### src/logic/ifv_pkg.sv
// package: register map, field positions and shared types of the interrupt controller
package ifv_pkg;
  localparam int unsigned NSRC = 32; // register width, one bit per source
  localparam logic [31:0] OFF_NSTA = 32'hffff_0000;
  localparam logic [31:0] OFF_NSIG = 32'hffff_0004;
  localparam logic [31:0] OFF_NEN = 32'hffff_0008;
  localparam logic [31:0] OFF_NCLR = 32'hffff_000c;
  localparam logic [31:0] OFF_BASE = 32'hffff_0014;
  localparam logic [31:0] OFF_SWCFG = 32'hffff_0018; // chosen: no printed offset
  localparam logic [31:0] OFF_VEC = 32'hffff_001c;
  localparam logic [31:0] OFF_PRIO0 = 32'hffff_0020;
  localparam logic [31:0] OFF_NEST = 32'hffff_0030; // chosen: no printed offset
  localparam logic [31:0] OFF_FSTA = 32'hffff_0100;
  localparam logic [31:0] OFF_FSIG = 32'hffff_0104;
  localparam logic [31:0] OFF_FEN = 32'hffff_0108;
  localparam logic [31:0] OFF_FCLR = 32'hffff_010c;
  localparam logic [31:0] RESET_VAL = 32'h0000_0000;
  localparam int unsigned NPRIO_REGS = 4; // priority registers, eight fields each
  localparam int unsigned SW_FAST_BIT = 2;
  localparam int unsigned SW_NORM_BIT = 1;
  localparam int unsigned SW_SRC_BIT = 1; // source bit driven by software
  localparam int unsigned FAST_OR_BIT = 0; // fast summary bit
  localparam int unsigned NEST_NORM_BIT = 0;
  localparam int unsigned NEST_FAST_BIT = 1;
  localparam int unsigned BASE_W = 16;
  localparam int unsigned VEC_BASE_LSB = 7;
  localparam int unsigned VEC_IDX_LSB = 2;
  localparam int unsigned IDX_W = 5;
  localparam int unsigned PRIO_W = 3;
  localparam int unsigned PRIO_STRIDE = 4; // field plus reserved bit
  localparam int unsigned MAX_SRC = 27; // highest source index with a priority
  // one bus access from the core
  typedef struct packed {
    logic wr;
    logic rd;
    logic [31:0] addr;
    logic [31:0] wdata;
  } ifv_bus_type;
  // arbiter result
  typedef struct packed {
    logic valid;
    logic [IDX_W-1:0] idx;
    logic [PRIO_W-1:0] prio;
  } ifv_win_type;
endpackage

### src/logic/ifv_arbiter.sv
// leaf: picks the highest priority pending source, lowest index on ties
module ifv_arbiter #(
  parameter int unsigned NSRC = 32
) (
  input wire logic [NSRC-1:0] pend,
  input wire logic [NSRC*ifv_pkg::PRIO_W-1:0] prio,
  output ifv_pkg::ifv_win_type win
);
  // scan from the top down so the lowest index wins a tie
  always_comb begin
    win = '0;
    for (int i = NSRC - 1; i >= 0; i--) begin
      if (pend[i] && (!win.valid || prio[i*ifv_pkg::PRIO_W +: ifv_pkg::PRIO_W] >= win.prio)) begin // RL27 RL20
        win.valid = 1'b1;
        win.idx = ifv_pkg::IDX_W'(i);
        win.prio = prio[i*ifv_pkg::PRIO_W +: ifv_pkg::PRIO_W];
      end
    end
  end
endmodule // ifv_arbiter

### src/logic/ifv_ctrl.sv
// top: normal and fast interrupt paths with enable masks, software interrupts and vectoring
// Notes on behaviour
// RL1: normal enable bit gates source onto request
// RL2: writing zeros to enable clears nothing
// RL3: mask clear drops enable bits written one
// RL4: software clears masks only when not pending
// RL5: normal status is raw AND enable
// RL6: each normal status bit requests the core
// RL7: standard mode has no encoder or vector
// RL8: fast path mirrors the four normal registers
// RL9: fast bits 31:1 ORed into bit 0
// RL10: fast enable one clears normal enable bit
// RL11: normal enable one clears fast enable bit
// RL12: fast raw bits follow peripheral requests
// RL13: fast mask clear drops bits written one
// RL14: config bit 2 drives fast bit 1
// RL15: config bit 1 drives normal bit 1
// RL16: software interrupts bypass enable masks
// RL17: sources hold request past minimum latency
// RL18: nesting bits enable vectored normal/fast handling; here only bit 0 acts (normal vector index), bit 1 is only stored
// RL19: vectored mode nests eight levels per path; no nesting levels are kept here
// RL20: each source has programmable priority 0-7; here sources 28-31 have no field and stay at 0
// RL21: vector base holds 16 bits, upper zero
// RL22: vector points at active normal entry
// RL23: normal raw bits follow peripheral requests
// RL24: all normal status bits ORed to request
// RL25: vector packs base and winning index
// RL26: priority fields three bits, reserved between
// RL27: ties go to lowest source index
module ifv_ctrl #(
  parameter int unsigned NSRC = ifv_pkg::NSRC
) (
  input wire logic clk,
  input wire logic rst,
  input wire logic [NSRC-1:0] norm_src, // peripheral normal requests, level
  input wire logic [NSRC-1:0] fast_src, // peripheral fast requests, level
  input wire logic bus_wr,
  input wire logic bus_rd,
  input wire logic [31:0] bus_addr,
  input wire logic [31:0] bus_wdata,
  output logic [31:0] bus_rdata,
  output logic irq_out, // normal request to core
  output logic fiq_out // fast request to core
);
  ////////////////////////////////////////////////////////////////////////
  // state
  ifv_pkg::ifv_bus_type bus;
  logic [NSRC-1:0] norm_sig_reg; // sampled raw normal requests
  logic [NSRC-1:0] fast_sig_reg; // sampled raw fast requests
  logic [NSRC-1:0] norm_en_reg;
  logic [NSRC-1:0] fast_en_reg;
  logic [31:0] swcfg_reg;
  logic [1:0] nest_reg;
  logic [ifv_pkg::BASE_W-1:0] base_reg;
  logic [31:0] prio_reg [ifv_pkg::NPRIO_REGS];
  logic [NSRC-1:0] norm_sig_next; // raw view including software bit
  logic [NSRC-1:0] fast_sig_next;
  logic [NSRC-1:0] norm_sta;
  logic [NSRC-1:0] fast_sta;
  logic fast_any; // OR of fast status above bit 0
  logic [NSRC*ifv_pkg::PRIO_W-1:0] prio_flat;
  ifv_pkg::ifv_win_type win;
  logic [31:0] vec_val;
  logic [31:0] rdata_next;

  assign bus = '{wr: bus_wr, rd: bus_rd, addr: bus_addr, wdata: bus_wdata};

  ////////////////////////////////////////////////////////////////////////
  // raw signal capture; inputs are synchronous so one stage is enough
  always_ff @(posedge clk or posedge rst) begin
    if (rst) begin
      norm_sig_reg <= '0;
      fast_sig_reg <= '0;
    end else begin
      norm_sig_reg <= norm_src; // RL23
      fast_sig_reg <= fast_src; // RL12 RL17
    end
  end

  ////////////////////////////////////////////////////////////////////////
  // derived status; software bits overlay raw and status, unmasked
  always_comb begin
    norm_sig_next = norm_sig_reg;
    fast_sig_next = fast_sig_reg;
    norm_sig_next[ifv_pkg::SW_SRC_BIT] = swcfg_reg[ifv_pkg::SW_NORM_BIT]; // RL15
    fast_sig_next[ifv_pkg::SW_SRC_BIT] = swcfg_reg[ifv_pkg::SW_FAST_BIT]; // RL14
    fast_sta = fast_sig_next & fast_en_reg; // RL8
    fast_sta[ifv_pkg::SW_SRC_BIT] = swcfg_reg[ifv_pkg::SW_FAST_BIT]; // RL16
    fast_any = |fast_sta[NSRC-1:1]; // RL9
    fast_sta[ifv_pkg::FAST_OR_BIT] = fast_any; // RL9
    fast_sig_next[ifv_pkg::FAST_OR_BIT] = fast_any;
    norm_sig_next[ifv_pkg::FAST_OR_BIT] = fast_any;
    norm_sta = norm_sig_next & norm_en_reg; // RL1 RL5
    norm_sta[ifv_pkg::SW_SRC_BIT] = swcfg_reg[ifv_pkg::SW_NORM_BIT]; // RL16
  end

  ////////////////////////////////////////////////////////////////////////
  // enable masks: set by enable writes, cleared by clear writes or cross-path
  always_ff @(posedge clk or posedge rst) begin
    if (rst) begin
      norm_en_reg <= '0;
      fast_en_reg <= '0;
    end else if (bus.wr) begin
      case (bus.addr)
        ifv_pkg::OFF_NEN: begin
          norm_en_reg <= norm_en_reg | bus.wdata[NSRC-1:0]; // RL2
          fast_en_reg <= fast_en_reg & ~bus.wdata[NSRC-1:0]; // RL11
        end
        ifv_pkg::OFF_FEN: begin
          fast_en_reg <= fast_en_reg | bus.wdata[NSRC-1:0]; // RL2
          norm_en_reg <= norm_en_reg & ~bus.wdata[NSRC-1:0]; // RL10
        end
        ifv_pkg::OFF_NCLR: norm_en_reg <= norm_en_reg & ~bus.wdata[NSRC-1:0]; // RL3
        ifv_pkg::OFF_FCLR: fast_en_reg <= fast_en_reg & ~bus.wdata[NSRC-1:0]; // RL13
        default: begin
          // other offsets leave masks alone
        end
      endcase
    end
  end

  ////////////////////////////////////////////////////////////////////////
  // configuration registers: software interrupt, nesting, base, priorities
  always_ff @(posedge clk or posedge rst) begin
    if (rst) begin
      swcfg_reg <= ifv_pkg::RESET_VAL;
      nest_reg <= '0;
      base_reg <= '0;
      for (int i = 0; i < ifv_pkg::NPRIO_REGS; i++) begin
        prio_reg[i] <= ifv_pkg::RESET_VAL;
      end
    end else if (bus.wr) begin
      case (bus.addr)
        ifv_pkg::OFF_SWCFG: begin
          swcfg_reg <= '0;
          swcfg_reg[ifv_pkg::SW_FAST_BIT] <= bus.wdata[ifv_pkg::SW_FAST_BIT]; // RL14
          swcfg_reg[ifv_pkg::SW_NORM_BIT] <= bus.wdata[ifv_pkg::SW_NORM_BIT]; // RL15
        end
        ifv_pkg::OFF_NEST: nest_reg <= bus.wdata[1:0]; // RL18
        ifv_pkg::OFF_BASE: base_reg <= bus.wdata[ifv_pkg::BASE_W-1:0]; // RL21
        // base is also writable through the vector register field
        ifv_pkg::OFF_VEC: base_reg <= bus.wdata[ifv_pkg::VEC_BASE_LSB +: ifv_pkg::BASE_W];
        default: begin
          for (int i = 0; i < ifv_pkg::NPRIO_REGS; i++) begin
            if (bus.addr == ifv_pkg::OFF_PRIO0 + 32'(4 * i)) begin
              // reserved bits between fields kept at zero
              prio_reg[i] <= bus.wdata & 32'h7777_7777; // RL26
            end
          end
        end
      endcase
    end
  end

  ////////////////////////////////////////////////////////////////////////
  // priority fields unpacked per source; source n lives at field n of the bank
  always_comb begin
    prio_flat = '0;
    for (int s = 0; s < NSRC; s++) begin
      if (s <= ifv_pkg::MAX_SRC) begin
        prio_flat[s*ifv_pkg::PRIO_W +: ifv_pkg::PRIO_W] =
          prio_reg[s / 8][(s % 8) * ifv_pkg::PRIO_STRIDE +: ifv_pkg::PRIO_W]; // RL20
      end
    end
  end

  // arbitrate normal status only; fast path sits above by the core's own order
  ifv_arbiter #(.NSRC(NSRC)) u_arb (
    .pend(norm_sta),
    .prio(prio_flat),
    .win(win)
  ); // RL19

  ////////////////////////////////////////////////////////////////////////
  // vector word; zero index when nothing active or vectoring is off
  always_comb begin
    vec_val = '0;
    vec_val[ifv_pkg::VEC_BASE_LSB +: ifv_pkg::BASE_W] = base_reg; // RL25
    if (nest_reg[ifv_pkg::NEST_NORM_BIT] && win.valid) begin // RL7 RL22
      vec_val[ifv_pkg::VEC_IDX_LSB +: ifv_pkg::IDX_W] = win.idx; // RL25
    end
  end

  ////////////////////////////////////////////////////////////////////////
  // read mux; unmapped and write-only offsets read zero
  always_comb begin
    rdata_next = '0;
    case (bus.addr)
      ifv_pkg::OFF_NSTA: rdata_next = 32'(norm_sta); // RL5
      ifv_pkg::OFF_NSIG: rdata_next = 32'(norm_sig_next);
      ifv_pkg::OFF_NEN: rdata_next = 32'(norm_en_reg);
      ifv_pkg::OFF_FSTA: rdata_next = 32'(fast_sta);
      ifv_pkg::OFF_FSIG: rdata_next = 32'(fast_sig_next);
      ifv_pkg::OFF_FEN: rdata_next = 32'(fast_en_reg);
      ifv_pkg::OFF_SWCFG: rdata_next = swcfg_reg;
      ifv_pkg::OFF_NEST: rdata_next = {30'h0000_0000, nest_reg};
      ifv_pkg::OFF_BASE: rdata_next = {16'h0000, base_reg}; // RL21
      ifv_pkg::OFF_VEC: rdata_next = vec_val; // RL22
      default: begin
        for (int i = 0; i < ifv_pkg::NPRIO_REGS; i++) begin
          if (bus.addr == ifv_pkg::OFF_PRIO0 + 32'(4 * i)) begin
            rdata_next = prio_reg[i];
          end
        end
      end
    endcase
  end

  ////////////////////////////////////////////////////////////////////////
  // registered outputs: read data one cycle after rd, requests to core
  always_ff @(posedge clk or posedge rst) begin
    if (rst) begin
      bus_rdata <= '0;
    end else if (bus.rd) begin
      bus_rdata <= rdata_next;
    end
  end

  always_ff @(posedge clk or posedge rst) begin
    if (rst) begin
      irq_out <= 1'b0;
      fiq_out <= 1'b0;
    end else begin
      irq_out <= |norm_sta; // RL24 RL6
      fiq_out <= fast_any; // RL9
    end
  end

  ////////////////////////////////////////////////////////////////////////
  // checks: core requests follow the status words one cycle late
  // the request flops add one stage, so every check here looks one edge on
  a_irq_follows_sta: assert property (@(posedge clk) disable iff (rst) // RL24
    ##1 irq_out == (|$past(norm_sta)))
    else $error("irq request not OR of status");
  a_fiq_follows_or: assert property (@(posedge clk) disable iff (rst) // RL9
    ##1 fiq_out == (|$past(fast_sta[NSRC-1:1])))
    else $error("fiq request not OR of bits 31:1");
  // peripheral bits only: bits 0 and 1 are overlays and checked apart
  a_irq_enabled_src: assert property (@(posedge clk) disable iff (rst) // RL1 RL6
    (norm_sig_reg[NSRC-1:2] & norm_en_reg[NSRC-1:2]) != '0 |=> irq_out)
    else $error("enabled normal source gave no request");
  a_fiq_enabled_src: assert property (@(posedge clk) disable iff (rst) // RL8
    (fast_sig_reg[NSRC-1:2] & fast_en_reg[NSRC-1:2]) != '0 |=> fiq_out)
    else $error("enabled fast source gave no request");
  // software requests reach the core whatever the masks hold
  a_sw_unmasked: assert property (@(posedge clk) disable iff (rst) // RL16 RL15
    swcfg_reg[ifv_pkg::SW_NORM_BIT] |=> irq_out)
    else $error("sw irq masked");
  a_sw_fast_unmasked: assert property (@(posedge clk) disable iff (rst) // RL16 RL14
    swcfg_reg[ifv_pkg::SW_FAST_BIT] |=> fiq_out)
    else $error("sw fiq masked");

  ////////////////////////////////////////////////////////////////////////
  // checks: enable masks, set, clear and cross-path side effects
  // only one address per cycle, so a set and a clear of one bit never race
  a_en_exclusive: assert property (@(posedge clk) disable iff (rst) // RL10 RL11
    (norm_en_reg & fast_en_reg) == '0)
    else $error("source enabled on both paths");
  a_nen_sets_bit: assert property (@(posedge clk) disable iff (rst) // RL1
    bus.wr && bus.addr == ifv_pkg::OFF_NEN |=>
      (norm_en_reg & $past(bus.wdata[NSRC-1:0])) == $past(bus.wdata[NSRC-1:0]))
    else $error("normal enable write did not set");
  a_fen_sets_bit: assert property (@(posedge clk) disable iff (rst) // RL8
    bus.wr && bus.addr == ifv_pkg::OFF_FEN |=>
      (fast_en_reg & $past(bus.wdata[NSRC-1:0])) == $past(bus.wdata[NSRC-1:0]))
    else $error("fast enable write did not set");
  a_nen_clrs_fast: assert property (@(posedge clk) disable iff (rst) // RL11
    bus.wr && bus.addr == ifv_pkg::OFF_NEN |=> (fast_en_reg & $past(bus.wdata[NSRC-1:0])) == '0)
    else $error("normal enable left fast bit set");
  a_fen_clrs_norm: assert property (@(posedge clk) disable iff (rst) // RL10
    bus.wr && bus.addr == ifv_pkg::OFF_FEN |=> (norm_en_reg & $past(bus.wdata[NSRC-1:0])) == '0)
    else $error("fast enable left normal bit set");
  a_clr_drops_bit: assert property (@(posedge clk) disable iff (rst) // RL3
    bus.wr && bus.addr == ifv_pkg::OFF_NCLR |=> (norm_en_reg & $past(bus.wdata[NSRC-1:0])) == '0)
    else $error("normal clear left bit set");
  a_nclr_keeps_rest: assert property (@(posedge clk) disable iff (rst) // RL3
    bus.wr && bus.addr == ifv_pkg::OFF_NCLR |=>
      norm_en_reg == ($past(norm_en_reg) & ~$past(bus.wdata[NSRC-1:0])))
    else $error("normal clear touched other bits");
  a_fclr_drops_bit: assert property (@(posedge clk) disable iff (rst) // RL13
    bus.wr && bus.addr == ifv_pkg::OFF_FCLR |=> (fast_en_reg & $past(bus.wdata[NSRC-1:0])) == '0)
    else $error("fast clear left bit set");
  a_fclr_keeps_rest: assert property (@(posedge clk) disable iff (rst) // RL13
    bus.wr && bus.addr == ifv_pkg::OFF_FCLR |=>
      fast_en_reg == ($past(fast_en_reg) & ~$past(bus.wdata[NSRC-1:0])))
    else $error("fast clear touched other bits");
  a_en_no_zero_clr: assert property (@(posedge clk) disable iff (rst) // RL2
    bus.wr && bus.addr == ifv_pkg::OFF_NEN |=> (norm_en_reg & $past(norm_en_reg)) == $past(norm_en_reg))
    else $error("enable write cleared a bit");
  // the masks only move on a bus write; a quiet cycle must leave them alone
  a_masks_hold: assert property (@(posedge clk) disable iff (rst) // RL2
    !bus.wr |=> norm_en_reg == $past(norm_en_reg) && fast_en_reg == $past(fast_en_reg))
    else $error("mask changed without a write");

  ////////////////////////////////////////////////////////////////////////
  // checks: raw capture and status words as the core reads them
  // a source held high through reset would trip the raw checks; none is expected
  a_raw_follow: assert property (@(posedge clk) disable iff (rst) // RL12
    ##1 fast_sig_reg == $past(fast_src))
    else $error("fast raw lost request");
  a_nraw_follow: assert property (@(posedge clk) disable iff (rst) // RL23
    ##1 norm_sig_reg == $past(norm_src))
    else $error("normal raw lost request");
  a_nsta_read: assert property (@(posedge clk) disable iff (rst) // RL5
    bus.rd && bus.addr == ifv_pkg::OFF_NSTA |=>
      bus_rdata[NSRC-1:2] == ($past(norm_sig_reg[NSRC-1:2]) & $past(norm_en_reg[NSRC-1:2])))
    else $error("normal status read not raw and mask");
  a_fsta_read: assert property (@(posedge clk) disable iff (rst) // RL8
    bus.rd && bus.addr == ifv_pkg::OFF_FSTA |=>
      bus_rdata[NSRC-1:2] == ($past(fast_sig_reg[NSRC-1:2]) & $past(fast_en_reg[NSRC-1:2])))
    else $error("fast status read not raw and mask");
  a_sw_nraw: assert property (@(posedge clk) disable iff (rst) // RL15
    bus.rd && bus.addr == ifv_pkg::OFF_NSIG |=>
      bus_rdata[ifv_pkg::SW_SRC_BIT] == $past(swcfg_reg[ifv_pkg::SW_NORM_BIT]))
    else $error("normal raw sw bit wrong");
  a_sw_fraw: assert property (@(posedge clk) disable iff (rst) // RL14
    bus.rd && bus.addr == ifv_pkg::OFF_FSIG |=>
      bus_rdata[ifv_pkg::SW_SRC_BIT] == $past(swcfg_reg[ifv_pkg::SW_FAST_BIT]))
    else $error("fast raw sw bit wrong");

  ////////////////////////////////////////////////////////////////////////
  // checks: vector, base and priority words
  // the arbiter order itself is left to the bench; here only its shape
  a_base_upper: assert property (@(posedge clk) disable iff (rst) // RL21
    bus.rd && bus.addr == ifv_pkg::OFF_BASE |=> bus_rdata[31:16] == 16'h0000)
    else $error("base upper bits nonzero");
  a_vec_layout: assert property (@(posedge clk) disable iff (rst) // RL25
    bus.rd && bus.addr == ifv_pkg::OFF_VEC |=>
      bus_rdata[31:23] == '0 && bus_rdata[1:0] == '0 && bus_rdata[22:7] == $past(base_reg))
    else $error("vector word fields misplaced");
  a_vec_std_zero: assert property (@(posedge clk) disable iff (rst) // RL7
    bus.rd && bus.addr == ifv_pkg::OFF_VEC && !nest_reg[ifv_pkg::NEST_NORM_BIT] |=>
      bus_rdata[6:2] == '0)
    else $error("index shown in standard mode");
  a_win_any: assert property (@(posedge clk) disable iff (rst) // RL22
    win.valid == (|norm_sta))
    else $error("winner flag not any status");
  a_win_pending: assert property (@(posedge clk) disable iff (rst) // RL22 RL27
    win.valid |-> norm_sta[win.idx])
    else $error("winner is not pending");
  // reserved bits between the fields must never hold a one
  a_prio_reserved: assert property (@(posedge clk) disable iff (rst) // RL26
    bus.rd && bus.addr == ifv_pkg::OFF_PRIO0 |=> (bus_rdata & 32'h8888_8888) == '0)
    else $error("priority reserved bit set");
endmodule // ifv_ctrl

### config.mk
export PLATFORM = sky130hd
export DESIGN_NAME = ifv_ctrl
export DESIGN_NICKNAME = d
export VERILOG_FILES = /design/src/logic/ifv_pkg.sv /design/src/logic/ifv_arbiter.sv /design/src/logic/ifv_ctrl.sv
export SDC_FILE = /design/constraint.sdc
export NUM_CORES = 1
export LEC_CHECK = 0
export ABC_CLOCK_PERIOD_IN_PS = 33200
export BUFFER_PORTS_ARGS = -buffer_cell sky130_fd_sc_hd__buf_2
export CAP_MARGIN = 15
export CORE_ASPECT_RATIO = 1.75
export CORE_MARGIN = 2
export CORE_UTILIZATION = 45
export DETAILED_ROUTE_END_ITERATION = 6
export MAX_ROUTING_LAYER = met4
export PLACE_DENSITY = 0.71
export SYNTH_ARGS = -nofsm -noshare
export SYNTH_HDL_FRONTEND = slang
export SYNTH_SLANG_ARGS = --single-unit
### constraint.sdc
create_clock -name clk -period 33.2 [get_ports clk]
set_input_delay 8.3 -clock clk [delete_from_list [all_inputs] [get_ports clk]]
set_output_delay 8.3 -clock clk [all_outputs]
set_load 0.01 [all_outputs]
==> results.yml <==
outcome:
  run_status: "finished, violations left"
  failed_checks: "design-rule violations, negative setup slack"
route:
  vias: 16700
  drt-total-wl_microns: 67800
  final_antenna_net_count: 0
  firstDrtPassIters: 7
  detail_route.wl_per_cell_microns: 25.3
  route.detailed.vias_per_inst: 6.25
  number_of_drc_violations_after_detailed_routing: 14
  drt_iter0_markers: 1539
synthesis:
  synth_area_sq_um: 16600
  synth-edff-count: 0
  synth_top_flop_cell: "sky130_fd_sc_hd__dfrtp_1"
  netlist.top_cell.by_area: "sky130_fd_sc_hd__dfrtp_1"
  synth_area_leaders: "sky130_fd_sc_hd__dfrtp_1, sky130_fd_sc_hd__mux2_2, sky130_fd_sc_hd__nand2_1, sky130_fd_sc_hd__ha_1, sky130_fd_sc_hd__a21oi_1"
  syn-mean-instance-area_sq_um: 9.51
  synth_cell_count_leaders: "sky130_fd_sc_hd__nand2_1, sky130_fd_sc_hd__dfrtp_1, sky130_fd_sc_hd__mux2_2, sky130_fd_sc_hd__nor2_1, sky130_fd_sc_hd__a21oi_1"
  async_flop_share: 1.00
  yosys_warnings: 0
  synth-seq-cells: 274
  sequential_area_share_after_synthesis: 0.413
  postSynthNetCount: 1939
  synth_most_common_cell: "sky130_fd_sc_hd__nand2_1"
  yosysUniqueCellTypes: 95
  syn-instance-count: 1746
  synth_top_cell_area_share: 0.413
critical_path:
  required_ns: 33.68
  cp.arrival_ns: 33.88
  critPathMaxStageDelay_ns: 0.53
  slowest_cell_on_the_critical_path: "sky130_fd_sc_hd__or4_4"
  largest_fanout_on_the_critical_path: 6
  setup.worst_path.end_class: "register"
  crit_top_cell: "sky130_fd_sc_hd__nand2b_4"
  regToRegEndpoint: "bus_rdata[6]"
  r2r_slack_ns: -0.20
  start_kind: "register"
  critPathKind: "reg2reg"
  rr_worst_depth: 188
layout:
  syn2layout_area_growth_pct: 35.7
  number_of_nets_in_the_final_layout: 2372
  drive_above_1_share: 0.425
  seqCellArea_sq_um: 6860
  multi_input_comb_area_sq_um: 10600
  layout.filler_cells: 3006
  utilization: 0.615
cts:
  worst_skew_pair.late_latency_ns: 0.58
  total_of_hold_buffers_inserted_after_clock_tree_synthesis: 0
  clock_sinks: 274
  cts_tree: "yes"
  cts_root_buffer: "sky130_fd_sc_hd__clkbuf_16"
  clk_path_buf_depth: 3
  cts_bufs_inserted: 26
  cts_max_level: 1
  cts.reportedPaths.clkPinSlew_ns: 0.07
grt:
  grt_start_max_net_pins: 135
  grt_util_met1: 0.371
  antenna_found_initial: 1
  busiest_layer: "met2"
  grt_util_all_layers: 0.353
  grt_first_pass_wirelength_microns: 99300
  residual_overflow_from_global_routing: 0
  met2_usage: 0.582
  groute.layer.met3.usage: 0.0518
  first_global_vias: 16800
sta:
  min_period_ns: 33.40
  setup_ws_ns: -0.197
  max-slew-margin-rel: 0.183
  finalHoldViolCount: 0
  maxSlewViolCount: 0
  rsz0062_at_grt: "true"
  fmaxAchievable_mhz: 29.9
  final_critical_path_share_of_the_clock_period: 1.01
  count_of_endpoints_failing_setup_in_the_final_report: 2
  finClkSkew_ns: 0.0257
  worst_pin_slew_ns: 1.22
place:
  placement.io_buffers: 161
  gp_congestion: 0.982
  dp.final_hpwl_microns: 50500
die:
  dieWidth_microns: 149
  effective_utilization_at_floorplan: 0.453
  floorplan.core_area_sq_um: 36700
  pin_count: 166
  num_rows: 93
  dieHeight_microns: 258
  fp.dieArea_sq_um: 38500
worst_hold_path:
  min-delay-path-class: "reg2reg"
  hold_path_end: "prio_reg[22]"
  whs_path_cells: 1
  worst_hold_startpoint: "prio_reg[22]"
pwr:
  power.density_nw_per_um2: 31.7
  peakVddDrop_mv: 0.0548
  static-leakage-power_uw: 0.0106
  finalPower_uw: 715
run:
  maxCapViolCount: 0
## report_power, final
group | switching (uW) | total [uW] | internal [uW]
clock | 140 | 319 | 179
sequential | 8.11 | 348 | 340
combinational | 29.7 | 48.1 | 18.4
## cells in the final DEF (no fill, tap or decap), types with 25 or more instances in the layout
cell type,n
sky130_fd_sc_hd__a21oi_1,74
sky130_fd_sc_hd__a222oi_1,38
sky130_fd_sc_hd__a22oi_1,25
sky130_fd_sc_hd__buf_2,161
sky130_fd_sc_hd__buf_4,297
sky130_fd_sc_hd__clkbuf_16,27
sky130_fd_sc_hd__dfrtp_1,273
sky130_fd_sc_hd__ha_1,42
sky130_fd_sc_hd__inv_1,67
sky130_fd_sc_hd__mux2_2,160
sky130_fd_sc_hd__nand2_1,261
sky130_fd_sc_hd__nand2b_4,25
sky130_fd_sc_hd__nand3_1,35
sky130_fd_sc_hd__nor2_1,85
sky130_fd_sc_hd__o21ai_0,70
## repair_timing
item | 4_1_cts | 5_1_grt
endpoints found under the setup margin | 5 | 5
resized for setup | 73 | 186
buffers inserted | 29 | 28
pin swaps | 41 | 125
## stage by stage
step / hold slack [ns] / setup WS (ns) / instance area, sq um / TNS, ns / instances
3_5_place_dp: 0.488 / -2.96 / 19800 / -13.17 / 2567
3_3_place_gp: 0.481 / -2.71 / 19800 / -11.90 / 2567
5_1_grt: 0.526 / -1.75 / 22500 / -7.53 / 2675
6_report: 0.507 / -0.197 / 22500 / -0.245 / 2675
2_1_floorplan: 0.470 / 0.0117 / 16700 / 0 / 1746
4_1_cts: 0.504 / -1.05 / 21200 / -3.82 / 2644
## logic make-up (layout without fill, tap and decap cells)
group	count (synthesis)	count (layout)	synth area share
and+or+nand+nor	589	589	0.165
AOI/OAI and AO/OA	488	488	0.216
DFF	274	274	0.413
muxes	188	188	0.126
buffers and inverters	143	596	0.0329
adders and majority gates	64	64	0.0478
other	0	1	0
## layer usage
| layer | routed length [microns] | part of all wire |
|---|---|---|
| met5 | 0 | 0 |
| met3 | 4830 | 0.071 |
| met1 | 22800 | 0.34 |
| met4 | 7120 | 0.11 |
| met2 | 33100 | 0.49 |
## worst max-delay path, delay by kind of cell, from the launching register on
kind	cells	cell delay [ns]
buffers and inverters	13	1.33
adders and majority gates	30	7.88
AOI/OAI and AO/OA	75	13.18
and+or+nand+nor	63	8.31
muxes	7	2.09
DFF	1	0.42
## cell type report
cell class | count | area share
inverter | 73 | 0.0126
antenna | 1 | 0.000111
clock inverter | 11 | 0.00577
sequential | 274 | 0.304
tap | 475 | 0.0264
timing repair buffer | 475 | 0.145
clock buffer | 37 | 0.0343
multi-input combinational | 1329 | 0.471
## how the worst max path moves through the flow
stage	from	to	cells after the start
6_report	register	bus_rdata[6]	188
5_1_grt	register	bus_rdata[6]	187
4_1_cts	norm_sig_reg[27]	bus_rdata[6]	184
3_5_place_dp	norm_sig_reg[27]	bus_rdata[6]	178
3_3_place_gp	norm_sig_reg[27]	bus_rdata[6]	178
2_1_floorplan	norm_sig_reg[27]	bus_rdata[6]	181
Power figures use the tool's default switching activity.
